$ cat src/core/irq_ctrl_pkg.sv
// constants for the two-level interrupt controller
// assumes an avalon-mm slave with byte offsets equal to the register offsets
package irq_ctrl_pkg;
  localparam int                 NUM_SRC        = 17;
  localparam int                 VEC_W          = 16;
  // register offsets
  localparam logic [7:0]         OFS_EN_MAIN    = 8'ha8;
  localparam logic [7:0]         OFS_EN_SECOND  = 8'ha9;
  localparam logic [7:0]         OFS_EN_THIRD   = 8'haa;
  localparam logic [7:0]         OFS_PRI_MAIN   = 8'hb8;
  localparam logic [7:0]         OFS_PRI_SECOND = 8'hb9;
  localparam logic [7:0]         OFS_PRI_THIRD  = 8'hba;
  localparam logic [7:0]         OFS_STATUS     = 8'hc0;
  // field positions and masks
  localparam int                 GLOBAL_EN_BIT  = 7;
  localparam logic [7:0]         MAIN_MASK      = 8'h7f;
  localparam logic [7:0]         THIRD_MASK     = 8'h03;
  localparam logic [7:0]         REG_RESET      = 8'h00;
  // vector layout
  localparam logic [VEC_W-1:0]   VEC_BASE       = 16'h0003;
  localparam logic [VEC_W-1:0]   VEC_STEP       = 16'h0008;
  // source indices with hardware-cleared flags
  localparam int                 SRC_TIMER0     = 1;
  localparam int                 SRC_TIMER1     = 3;
  // bus reply states
  typedef enum logic [1:0] {
    BUS_IDLE = 2'b01,
    BUS_ACK  = 2'b10
  } bus_state_t;
endpackage

$ cat src/core/irq_ctrl.sv
// two-level interrupt controller with avalon-mm register slave
// assumes the core samples irq_req at instruction boundaries and pulses
// vec_take when it jumps to irq_vector and ret_pulse on return_from_service
//
// What this block does
// - one priority bit per source, two levels
// - high request preempts running low routine
// - running high routine blocks all requests
// - high level chosen over low
// - equal level: lowest vector address wins
// - core finishes instruction, pushes pc, jumps vector
// - return ends in-service state of that level
// - same-level arrivals stay pending until return
// - global enable bit 7 masks all sources
// - main enable bits 6..0 seven sources
// - main priority bits 6..0, bit 7 reserved
// - second enable bits 7..0 eight sources
// - second priority bits 7..0 same order
// - third enable: serial2 bit1, serial1 bit0
// - third priority: serial2 bit1, serial1 bit0
// - request needs flag, own enable, global enable
// - vectors 0003h upward step eight to 0083h
// - timer0/timer1 flags cleared on acceptance
//
// Register access over Avalon-MM was chosen for this implementation.
`timescale 1ns/1ns
module irq_ctrl (
  // clock and reset
  input  wire logic                               clk,
  input  wire logic                               rst,
  // avalon-mm slave
  input  wire logic [7:0]                         avs_address,
  input  wire logic                               avs_read,
  input  wire logic                               avs_write,
  input  wire logic [31:0]                        avs_writedata,
  input  wire logic [3:0]                         avs_byteenable,
  output logic      [31:0]                        avs_readdata,
  output logic                                    avs_waitrequest,
  output logic [1:0]                              avs_response,
  // peripheral flags
  input  wire logic [irq_ctrl_pkg::NUM_SRC-1:0]   src_flag,
  // cpu core side
  input  wire logic                               vec_take,
  input  wire logic                               ret_pulse,
  output logic                                    irq_req,
  output logic [irq_ctrl_pkg::VEC_W-1:0]          irq_vector,
  output logic                                    timer0_flag_clr,
  output logic                                    timer1_flag_clr,
  output logic [1:0]                              in_service
);

  // registers
  logic [7:0]                        en_main_r;
  logic [7:0]                        en_second_r;
  logic [7:0]                        en_third_r;
  logic [7:0]                        pri_main_r;
  logic [7:0]                        pri_second_r;
  logic [7:0]                        pri_third_r;
  logic                              srv_high_r;
  logic                              srv_low_r;
  irq_ctrl_pkg::bus_state_t          bus_r;

  // per-source enable and level vectors
  logic [irq_ctrl_pkg::NUM_SRC-1:0]  src_en;
  logic [irq_ctrl_pkg::NUM_SRC-1:0]  src_level;
  logic [irq_ctrl_pkg::NUM_SRC-1:0]  pend;
  logic [irq_ctrl_pkg::NUM_SRC-1:0]  pend_hi;
  logic [irq_ctrl_pkg::NUM_SRC-1:0]  pend_lo;
  logic                              sel_valid;
  logic                              sel_high;
  logic [4:0]                        sel_idx;
  logic                              allow_hi;
  logic                              allow_lo;
  logic                              req_nxt;
  logic [irq_ctrl_pkg::VEC_W-1:0]    vec_nxt;
  logic                              sel_high_r;
  logic [4:0]                        sel_idx_r;

  // source bit ordering: index equals polling order
  assign src_en    = {en_third_r[1:0], en_second_r, en_main_r[6:0]};
  assign src_level = {pri_third_r[1:0], pri_second_r, pri_main_r[6:0]};

  // request qualification
  assign pend    = src_flag & src_en
                 & {irq_ctrl_pkg::NUM_SRC{en_main_r[irq_ctrl_pkg::GLOBAL_EN_BIT]}};
  assign pend_hi = pend & src_level;
  assign pend_lo = pend & ~src_level;

  // nesting gates
  assign allow_hi = ~srv_high_r;
  assign allow_lo = ~srv_high_r & ~srv_low_r;

  // fixed polling, high level first
  always_comb begin
    sel_valid = 1'b0;
    sel_high  = 1'b0;
    sel_idx   = 5'h00;
    for (int i = irq_ctrl_pkg::NUM_SRC - 1; i >= 0; i--) begin
      if (pend_lo[i] && allow_lo) begin
        sel_valid = 1'b1;
        sel_idx   = 5'(i);
      end
    end
    for (int i = irq_ctrl_pkg::NUM_SRC - 1; i >= 0; i--) begin
      if (pend_hi[i] && allow_hi) begin
        sel_valid = 1'b1;
        sel_high  = 1'b1;
        sel_idx   = 5'(i);
      end
    end
  end

  assign req_nxt = sel_valid;
  assign vec_nxt = irq_ctrl_pkg::VEC_BASE
                 + irq_ctrl_pkg::VEC_W'({11'h000, sel_idx} * irq_ctrl_pkg::VEC_STEP);

  // request and vector outputs, registered
  always_ff @(posedge clk or posedge rst) begin
    if (rst) begin
      irq_req    <= 1'b0;
      irq_vector <= 16'h0000;
      sel_high_r <= 1'b0;
      sel_idx_r  <= 5'h00;
    end else if (vec_take && irq_req) begin
      irq_req    <= 1'b0;
      irq_vector <= irq_vector;
      sel_high_r <= sel_high_r;
      sel_idx_r  <= sel_idx_r;
    end else begin
      irq_req    <= req_nxt;
      irq_vector <= vec_nxt;
      sel_high_r <= sel_high;
      sel_idx_r  <= sel_idx;
    end
  end

  // in-service tracking
  always_ff @(posedge clk or posedge rst) begin
    if (rst) begin
      srv_high_r <= 1'b0;
      srv_low_r  <= 1'b0;
    end else begin
      if (vec_take && irq_req && sel_high_r) begin
        srv_high_r <= 1'b1;
      end else if (ret_pulse && srv_high_r) begin
        srv_high_r <= 1'b0;
      end
      if (vec_take && irq_req && !sel_high_r) begin
        srv_low_r <= 1'b1;
      end else if (ret_pulse && !srv_high_r && srv_low_r) begin
        srv_low_r <= 1'b0;
      end
    end
  end

  always_ff @(posedge clk or posedge rst) begin
    if (rst) begin
      in_service <= 2'b00;
    end else begin
      in_service <= {srv_high_r, srv_low_r};
    end
  end

  // hardware flag clear for timer0 and timer1
  always_ff @(posedge clk or posedge rst) begin
    if (rst) begin
      timer0_flag_clr <= 1'b0;
      timer1_flag_clr <= 1'b0;
    end else begin
      timer0_flag_clr <= vec_take && irq_req
                         && (sel_idx_r == 5'(irq_ctrl_pkg::SRC_TIMER0));
      timer1_flag_clr <= vec_take && irq_req
                         && (sel_idx_r == 5'(irq_ctrl_pkg::SRC_TIMER1));
    end
  end

  // register writes, low byte lane only
  logic wr_ok;
  assign wr_ok = avs_write && avs_byteenable[0] && (bus_r == irq_ctrl_pkg::BUS_IDLE);

  always_ff @(posedge clk or posedge rst) begin
    if (rst) begin
      en_main_r    <= irq_ctrl_pkg::REG_RESET;
      en_second_r  <= irq_ctrl_pkg::REG_RESET;
      en_third_r   <= irq_ctrl_pkg::REG_RESET;
      pri_main_r   <= irq_ctrl_pkg::REG_RESET;
      pri_second_r <= irq_ctrl_pkg::REG_RESET;
      pri_third_r  <= irq_ctrl_pkg::REG_RESET;
    end else if (wr_ok) begin
      unique case (avs_address)
        irq_ctrl_pkg::OFS_EN_MAIN:    en_main_r    <= avs_writedata[7:0];
        irq_ctrl_pkg::OFS_EN_SECOND:  en_second_r  <= avs_writedata[7:0];
        irq_ctrl_pkg::OFS_EN_THIRD:   en_third_r   <= avs_writedata[7:0] & irq_ctrl_pkg::THIRD_MASK;
        irq_ctrl_pkg::OFS_PRI_MAIN:   pri_main_r   <= avs_writedata[7:0] & irq_ctrl_pkg::MAIN_MASK;
        irq_ctrl_pkg::OFS_PRI_SECOND: pri_second_r <= avs_writedata[7:0];
        irq_ctrl_pkg::OFS_PRI_THIRD:  pri_third_r  <= avs_writedata[7:0] & irq_ctrl_pkg::THIRD_MASK;
        default: ;
      endcase
    end
  end

  // bus reply: one wait cycle, then acknowledge
  logic [7:0] rd_byte;
  logic       hit;
  always_comb begin
    hit     = 1'b1;
    rd_byte = 8'h00;
    unique case (avs_address)
      irq_ctrl_pkg::OFS_EN_MAIN:    rd_byte = en_main_r;
      irq_ctrl_pkg::OFS_EN_SECOND:  rd_byte = en_second_r;
      irq_ctrl_pkg::OFS_EN_THIRD:   rd_byte = en_third_r;
      irq_ctrl_pkg::OFS_PRI_MAIN:   rd_byte = pri_main_r;
      irq_ctrl_pkg::OFS_PRI_SECOND: rd_byte = pri_second_r;
      irq_ctrl_pkg::OFS_PRI_THIRD:  rd_byte = pri_third_r;
      irq_ctrl_pkg::OFS_STATUS:     rd_byte = {5'h00, irq_req, srv_high_r, srv_low_r};
      default:                      hit     = 1'b0;
    endcase
  end

  always_ff @(posedge clk or posedge rst) begin
    if (rst) begin
      bus_r           <= irq_ctrl_pkg::BUS_IDLE;
      avs_waitrequest <= 1'b1;
      avs_readdata    <= 32'h00000000;
      avs_response    <= 2'b00;
    end else begin
      unique case (bus_r)
        irq_ctrl_pkg::BUS_IDLE: begin
          if (avs_read || avs_write) begin
            bus_r           <= irq_ctrl_pkg::BUS_ACK;
            avs_waitrequest <= 1'b0;
            avs_readdata    <= {24'h000000, rd_byte};
            avs_response    <= hit ? 2'b00 : 2'b10;
          end else begin
            avs_waitrequest <= 1'b1;
          end
        end
        irq_ctrl_pkg::BUS_ACK: begin
          bus_r           <= irq_ctrl_pkg::BUS_IDLE;
          avs_waitrequest <= 1'b1;
        end
      endcase
    end
  end

endmodule

$ cat config.mk
export PLATFORM = sky130hd
export DESIGN_NAME = irq_ctrl
export DESIGN_NICKNAME = d
export VERILOG_FILES = /design/src/core/irq_ctrl_pkg.sv /design/src/core/irq_ctrl.sv
export SDC_FILE = /design/constraint.sdc
export NUM_CORES = 1
export LEC_CHECK = 0
export ABC_AREA = 1
export BUFFER_PORTS_ARGS = -buffer_cell sky130_fd_sc_hd__buf_2
export CAP_MARGIN = 20
export CORE_MARGIN = 5
export CORE_UTILIZATION = 40
export CTS_CLUSTER_DIAMETER = 100
export DETAILED_ROUTE_END_ITERATION = 8
export PLACE_DENSITY = 0.69
export SLEW_MARGIN = 0
export SYNTH_ARGS = -nofsm -noshare
export SYNTH_HDL_FRONTEND = slang
export SYNTH_SLANG_ARGS = --single-unit
$ cat constraint.sdc
create_clock -name clk -period 6.3 [get_ports clk]
set_clock_uncertainty 0.15 [all_clocks]
set_input_delay 1.26 -clock clk [delete_from_list [all_inputs] [get_ports clk]]
set_output_delay 1.26 -clock clk [all_outputs]
set_load 0.02 [all_outputs]
After elaboration in Yosys (flattened, before gate mapping)

Cells that the tools add are included.

Add/subtract/negate cells: 1
Multipliers: 0
Div/mod/pow operators: 0
Order comparisons: 0
Equality and inequality tests: 12
Shift-type cells: 0
Mux-type cells: 97
Bitwise operators: 8
Reductions and logical operators: 57

Operators with widths:

| operator              | number |
|---|---|
| $mux W5               | 34 |
| $and A17 B17 Y17      | 4 |
| $mux W1               | 58 |
| $eq A8 B8 Y1 const B  | 7 |
| $pmux W8 S7           | 1 |
| $logic_and A1 B1 Y1   | 44 |
| $not A17 Y17          | 1 |
| $reduce_and A2 Y1     | 7 |
| $add A2 B8 Y9 const A | 1 |
| $reduce_or A7 Y1      | 1 |
| $eq A5 B1 Y1 const B  | 1 |
| $eq A5 B2 Y1 const B  | 1 |
| $mux W2               | 2 |
| $pmux W2 S2           | 1 |
| $reduce_bool A2 Y1    | 2 |
| $eq A2 B1 Y1 const B  | 1 |
| $eq A2 B2 Y1 const B  | 1 |
| $logic_not A1 Y1      | 2 |
| $ne A2 B1 Y1 const B  | 1 |
| $not A1 Y1            | 2 |
| $pmux W1 S2           | 1 |
| $and A1 B1 Y1         | 1 |
| $logic_or A1 B1 Y1    | 1 |

Bits in registers: 77
Latch bits: 0
Bits in writable memories: 0
Bits in read-only memories: 0
Bits of input ports: 67
Output and inout bits: 56
Logic and storage cells: 194
Memories: 0

Longest topological paths before layout

Depth in word-level cells: 39
Gate-level depth with buffers: 36
Gate-level depth less buffers: 36

Worst setup path after synthesis

No wires, ideal clock.

Path type: input -> register
Start: in src_flag[14] (netlist name)
End: reg sel_idx_r[0]
Setup time: 0.117 ns
Data arrival time: 2.838 ns
Data required time: 6.033 ns
Setup slack: 3.195 ns
Stages: 35
Buffers on the path: 0
Path through: nand2_1 -> nor2_1 -> nand2_1 -> nand2_1 -> nand2_1 -> nand2_1 -> nand2_1 -> nand2_1 -> nand2_1 -> nand2_1 -> nand2_1 -> nand2_1 -> nand2_1 -> nand2_1 -> nand2_1 -> nand2_1 -> nand2_1 -> nand2_1 -> nand2_1 -> nand2_1 -> nand2_1 -> nand2_1 -> nand2_1 -> nand2_1 -> nand2_1 -> nand2_1 -> nand2_1 -> nand2_1 -> nand2_1 -> nand2_1 -> nand2_1 -> nand2_1 -> nand2_1 -> nand2_1 -> nand2_1

Word-level cells in the longest chain between the ends: 36
Elaborated cells on any way between the ends: 38
Those cells by class: 32 x mux; 4 x bitwise; 2 x reduce/logical

Ends and longest elaborated chain:

| what                    | line            | source |
|---|---|---|
| start: declaration      | irq_ctrl.sv:41  | `input wire logic [irq_ctrl_pkg::NUM_SRC-1:0] src_flag,` |
| $and A17 B17 Y17 *      | irq_ctrl.sv:84  | `assign pend = src_flag & src_en` |
| $and A17 B17 Y17 *      | irq_ctrl.sv:85  | `& {irq_ctrl_pkg::NUM_SRC{en_main_r[irq_ctrl_pkg::GLOBAL_EN_BIT]}};` |
| $and A17 B17 Y17        | irq_ctrl.sv:87  | `assign pend_lo = pend & ~src_level;` |
| $logic_and A1 B1 Y1     | irq_ctrl.sv:99  | `if (pend_lo[i] && allow_lo) begin` |
| $mux W5 (15 in a row)   | irq_ctrl.sv:99  |  |
| $mux W5 (2 in a row)    | irq_ctrl.sv:105 | `if (pend_hi[i] && allow_hi) begin` |
| $mux W5 * (15 in a row) | irq_ctrl.sv:105 |  |
| end signal: assignment  | irq_ctrl.sv:128 | `sel_idx_r <= sel_idx_r;` |
| end signal: assignment  | irq_ctrl.sv:133 | `sel_idx_r <= sel_idx;` |
| end: declaration        | irq_ctrl.sv:77  | `logic [4:0] sel_idx_r;` |

Every way passes the cells marked *; elsewhere a longest branch is shown, timed or not.
A chain may end at the register's enable or synchronous reset.

Worst setup path after layout

Same ends and word-level chain as after synthesis.

==> flow_summary.toml <==
[timing]
finalSetupViolations = 0
hold_viol = 0
max_freq_mhz = 307
finalSetupTns_ns = 0
slew-limit-headroom_pct = 49.0
tightestPinTransition_ns = 0.766
finalMaxSlewViolations = 0
rsz0062_at_grt = "no"
fin_crit_sh_pct = 51.8
fin_crit_ns = 3.26

[cts]
cts-buffers-inserted = 9
root_buffer = "clkbuf_8"
cts_sinks = 61
cts_setup_buffers = 0
postCtsHoldBufs = 0
ctsHtreeMaxLevel = 3
cts_resized = 0
cts_tree = "built"
clk_pin_slew_ns = 0.07
cts_buffer_depth = 2
clkLatencyLatePin_ns = 0.34

[worst_setup_path]
path_delay_family = "simple AND/OR/NAND/NOR gates"
worst-path-buf-inv = 1
rrSetupSlack_ns = 3.16
rr_worst_depth = 36
required_ns = 6.38
crit_slowest_cell = "nor2_1"
cp-end-kind = "flip-flop"
path_class = "in2reg"
timing.rr.start = "srv_high_r$_DFFE_PP0P_"
crit_top_cell = "nand2_1"
cp_max_fo = 3
cp.arrival_ns = 3.34
slowest_delay_ns = 0.18
worst_setup_path_start_kind = "input port"
r2r-end = "sel_idx_r[0]$_DFFE_PP0N_"

[logic_synthesis]
synthTopCellsByArea = "dfrtp_1, nand2_1, inv_1, buf_4, o21ai_0"
ys_seq_elements = 61
synth_top_cell_area_share_pct = 41.4
synthFlopType = "dfrtp_1"
synth_area_um2 = 3570
yosys.area.top_type = "dfrtp_1"
synthCells = 490
synth_edf_count = 0
yosysWarnings = 0
synthDistinctLibCells = 33
yosys-top-cells-count = "nand2_1, inv_1, dfrtp_1"
synth.avg_cell_area_um2 = 7.28
synthArstFlopShare_pct = 100
yosysMostFrequentCell = "nand2_1"
synth_seq_area_share_pct = 42.8

[finish]
final_layout_size_suffix_gt1_share_pct = 15.4
layout.cells.non_filler = 665
area_growth_pct = 12.8
diodes = 0
finalInstanceArea_um2 = 4030
nNetsFinal = 619

[detailed_routing]
viasPerCell = 5.09
post-route-drc-count = 0
vias = 3384
postRouteWirelength_mm = 10.4
wl_per_cell_um = 15.6
initialDrtViolationCount = 251
postRouteAntennaNets = 0
dr.pass1.iters = 5

[hold_path]
holdCritStartpoint = "srv_low_r$_DFFE_PP0P_"
hp-class = "reg2reg"
whs_path_depth = 0
whs_endpoint = "in_service[0]$_DFF_PP0_"

[placement]
gp_congestion = 0.932
place_inst = 649
portBuffers = 61
place_area_um2 = 3830
hpwlAfterDp_mm = 8.20

[floorplanning]
core_um2 = 8720
die_w_um = 104
rows = 34
dieArea_um2 = 10900
io-pin-count = 123
start_util_pct = 40.9
die_h_um = 104

[power_and_ir_drop]
ir_drop_mv = 0.118
total_power_w = 0.000832
power_leakage_nw = 2.06
powerDensity_nw_per_um2 = 207

[global_route]
first_global_vias = 3103
grt_max_degree = 62
overflow = 0
grt.total_usage_pct = 18.7
grt_pass1_wl_mm = 16.2
antenna_found_initial = 0

[job]
max_cap_viol_count = 0

[outcome]
outcome = "finished, final reports clean"
power breakdown:
part	internal [W]	switching, W
Clock	0.000192	0.000150
Sequential	0.000407	0.00000692
Combinational	0.0000191	0.0000575
Total	0.000618	0.000214
flip-flops by register name, indices dropped and copies added (netlist names), 2 cells and up:
name	count
pri_second_r	8
pri_third_r	2
pri_main_r	7
bus_r	2
en_main_r	8
in_service	2
avs_readdata	8
en_second_r	8
en_third_r	2
sel_idx_r	5
area by class of cell:
cell class                 instances  area (um2)
clock buffer                      12         145
clock inverter                     4        47.5
fill                             927        4690
inverter                          76         285
multi-input combinational        342        1570
sequential                        61        1530
tap                              108         135
timing repair buffer              62         313
worst max path at each step:
stage,cells after the start,start,endpoint
floorplan,35,src_flag[14],sel_idx_r[0]$_DFFE_PP0N_
global placement,36,src_flag[14],sel_idx_r[0]$_DFFE_PP0N_
detailed placement,36,src_flag[14],sel_idx_r[0]$_DFFE_PP0N_
CTS,36,src_flag[14],sel_idx_r[0]$_DFFE_PP0N_
global route,36,src_flag[14],sel_idx_r[0]$_DFFE_PP0N_
finish,36,src_flag[14],sel_idx_r[0]$_DFFE_PP0N_
cell usage in the layout, fill, tap and decap left out, drive strengths merged:
cell type  count
buf           62
conb          34
nand3b         1
o221ai         2
nand4          2
nand3         25
o211ai         2
a21oi          4
nor4           4
bufinv         1
and2           2
nand2        121
a22o           1
a221oi         8
clkinvlp       1
nor3          32
dfstp          2
nor2          40
a41oi          2
dfrtp         59
o22ai          6
o21ai         47
a31oi          3
o2bb2ai        1
o31ai          2
inv           75
or2            2
clkbuf        12
clkinv         3
a21o           1
metal layers:
| metal | track usage, % | vias up | part of all wire, % |
|---|---|---|---|
| li1 | - | 1644 | - |
| met1 | 25.1 | 1599 | 45 |
| met2 | 29.3 | 125 | 46 |
| met3 | 3.79 | 16 | 6.6 |
| met4 | 7.40 | 0 | 2.4 |
| met5 | 0 | - | 0 |
cells by family (layout without fill, tap and decap cells):
logic type / Yosys count / in the layout / synth area share (%)
AOI/OAI and AO/OA: 79 / 79 / 13.2
DFF: 61 / 61 / 42.8
and+or+nand+nor: 229 / 229 / 27.2
other: 1 / 34 / 0.105
buffers and inverters: 120 / 154 / 16.6
stage by stage:
step	setup slack [ns]	utilization, %	hold slack [ns]
floorplan	3.20	-	0.225
global placement	2.78	44.0	0.241
detailed placement	2.72	44.0	0.260
CTS	3.07	46.2	0.276
global route	2.76	46.2	0.284
finish	3.04	46.2	0.276
No activity file was read; power rests on OpenSTA's default activity.
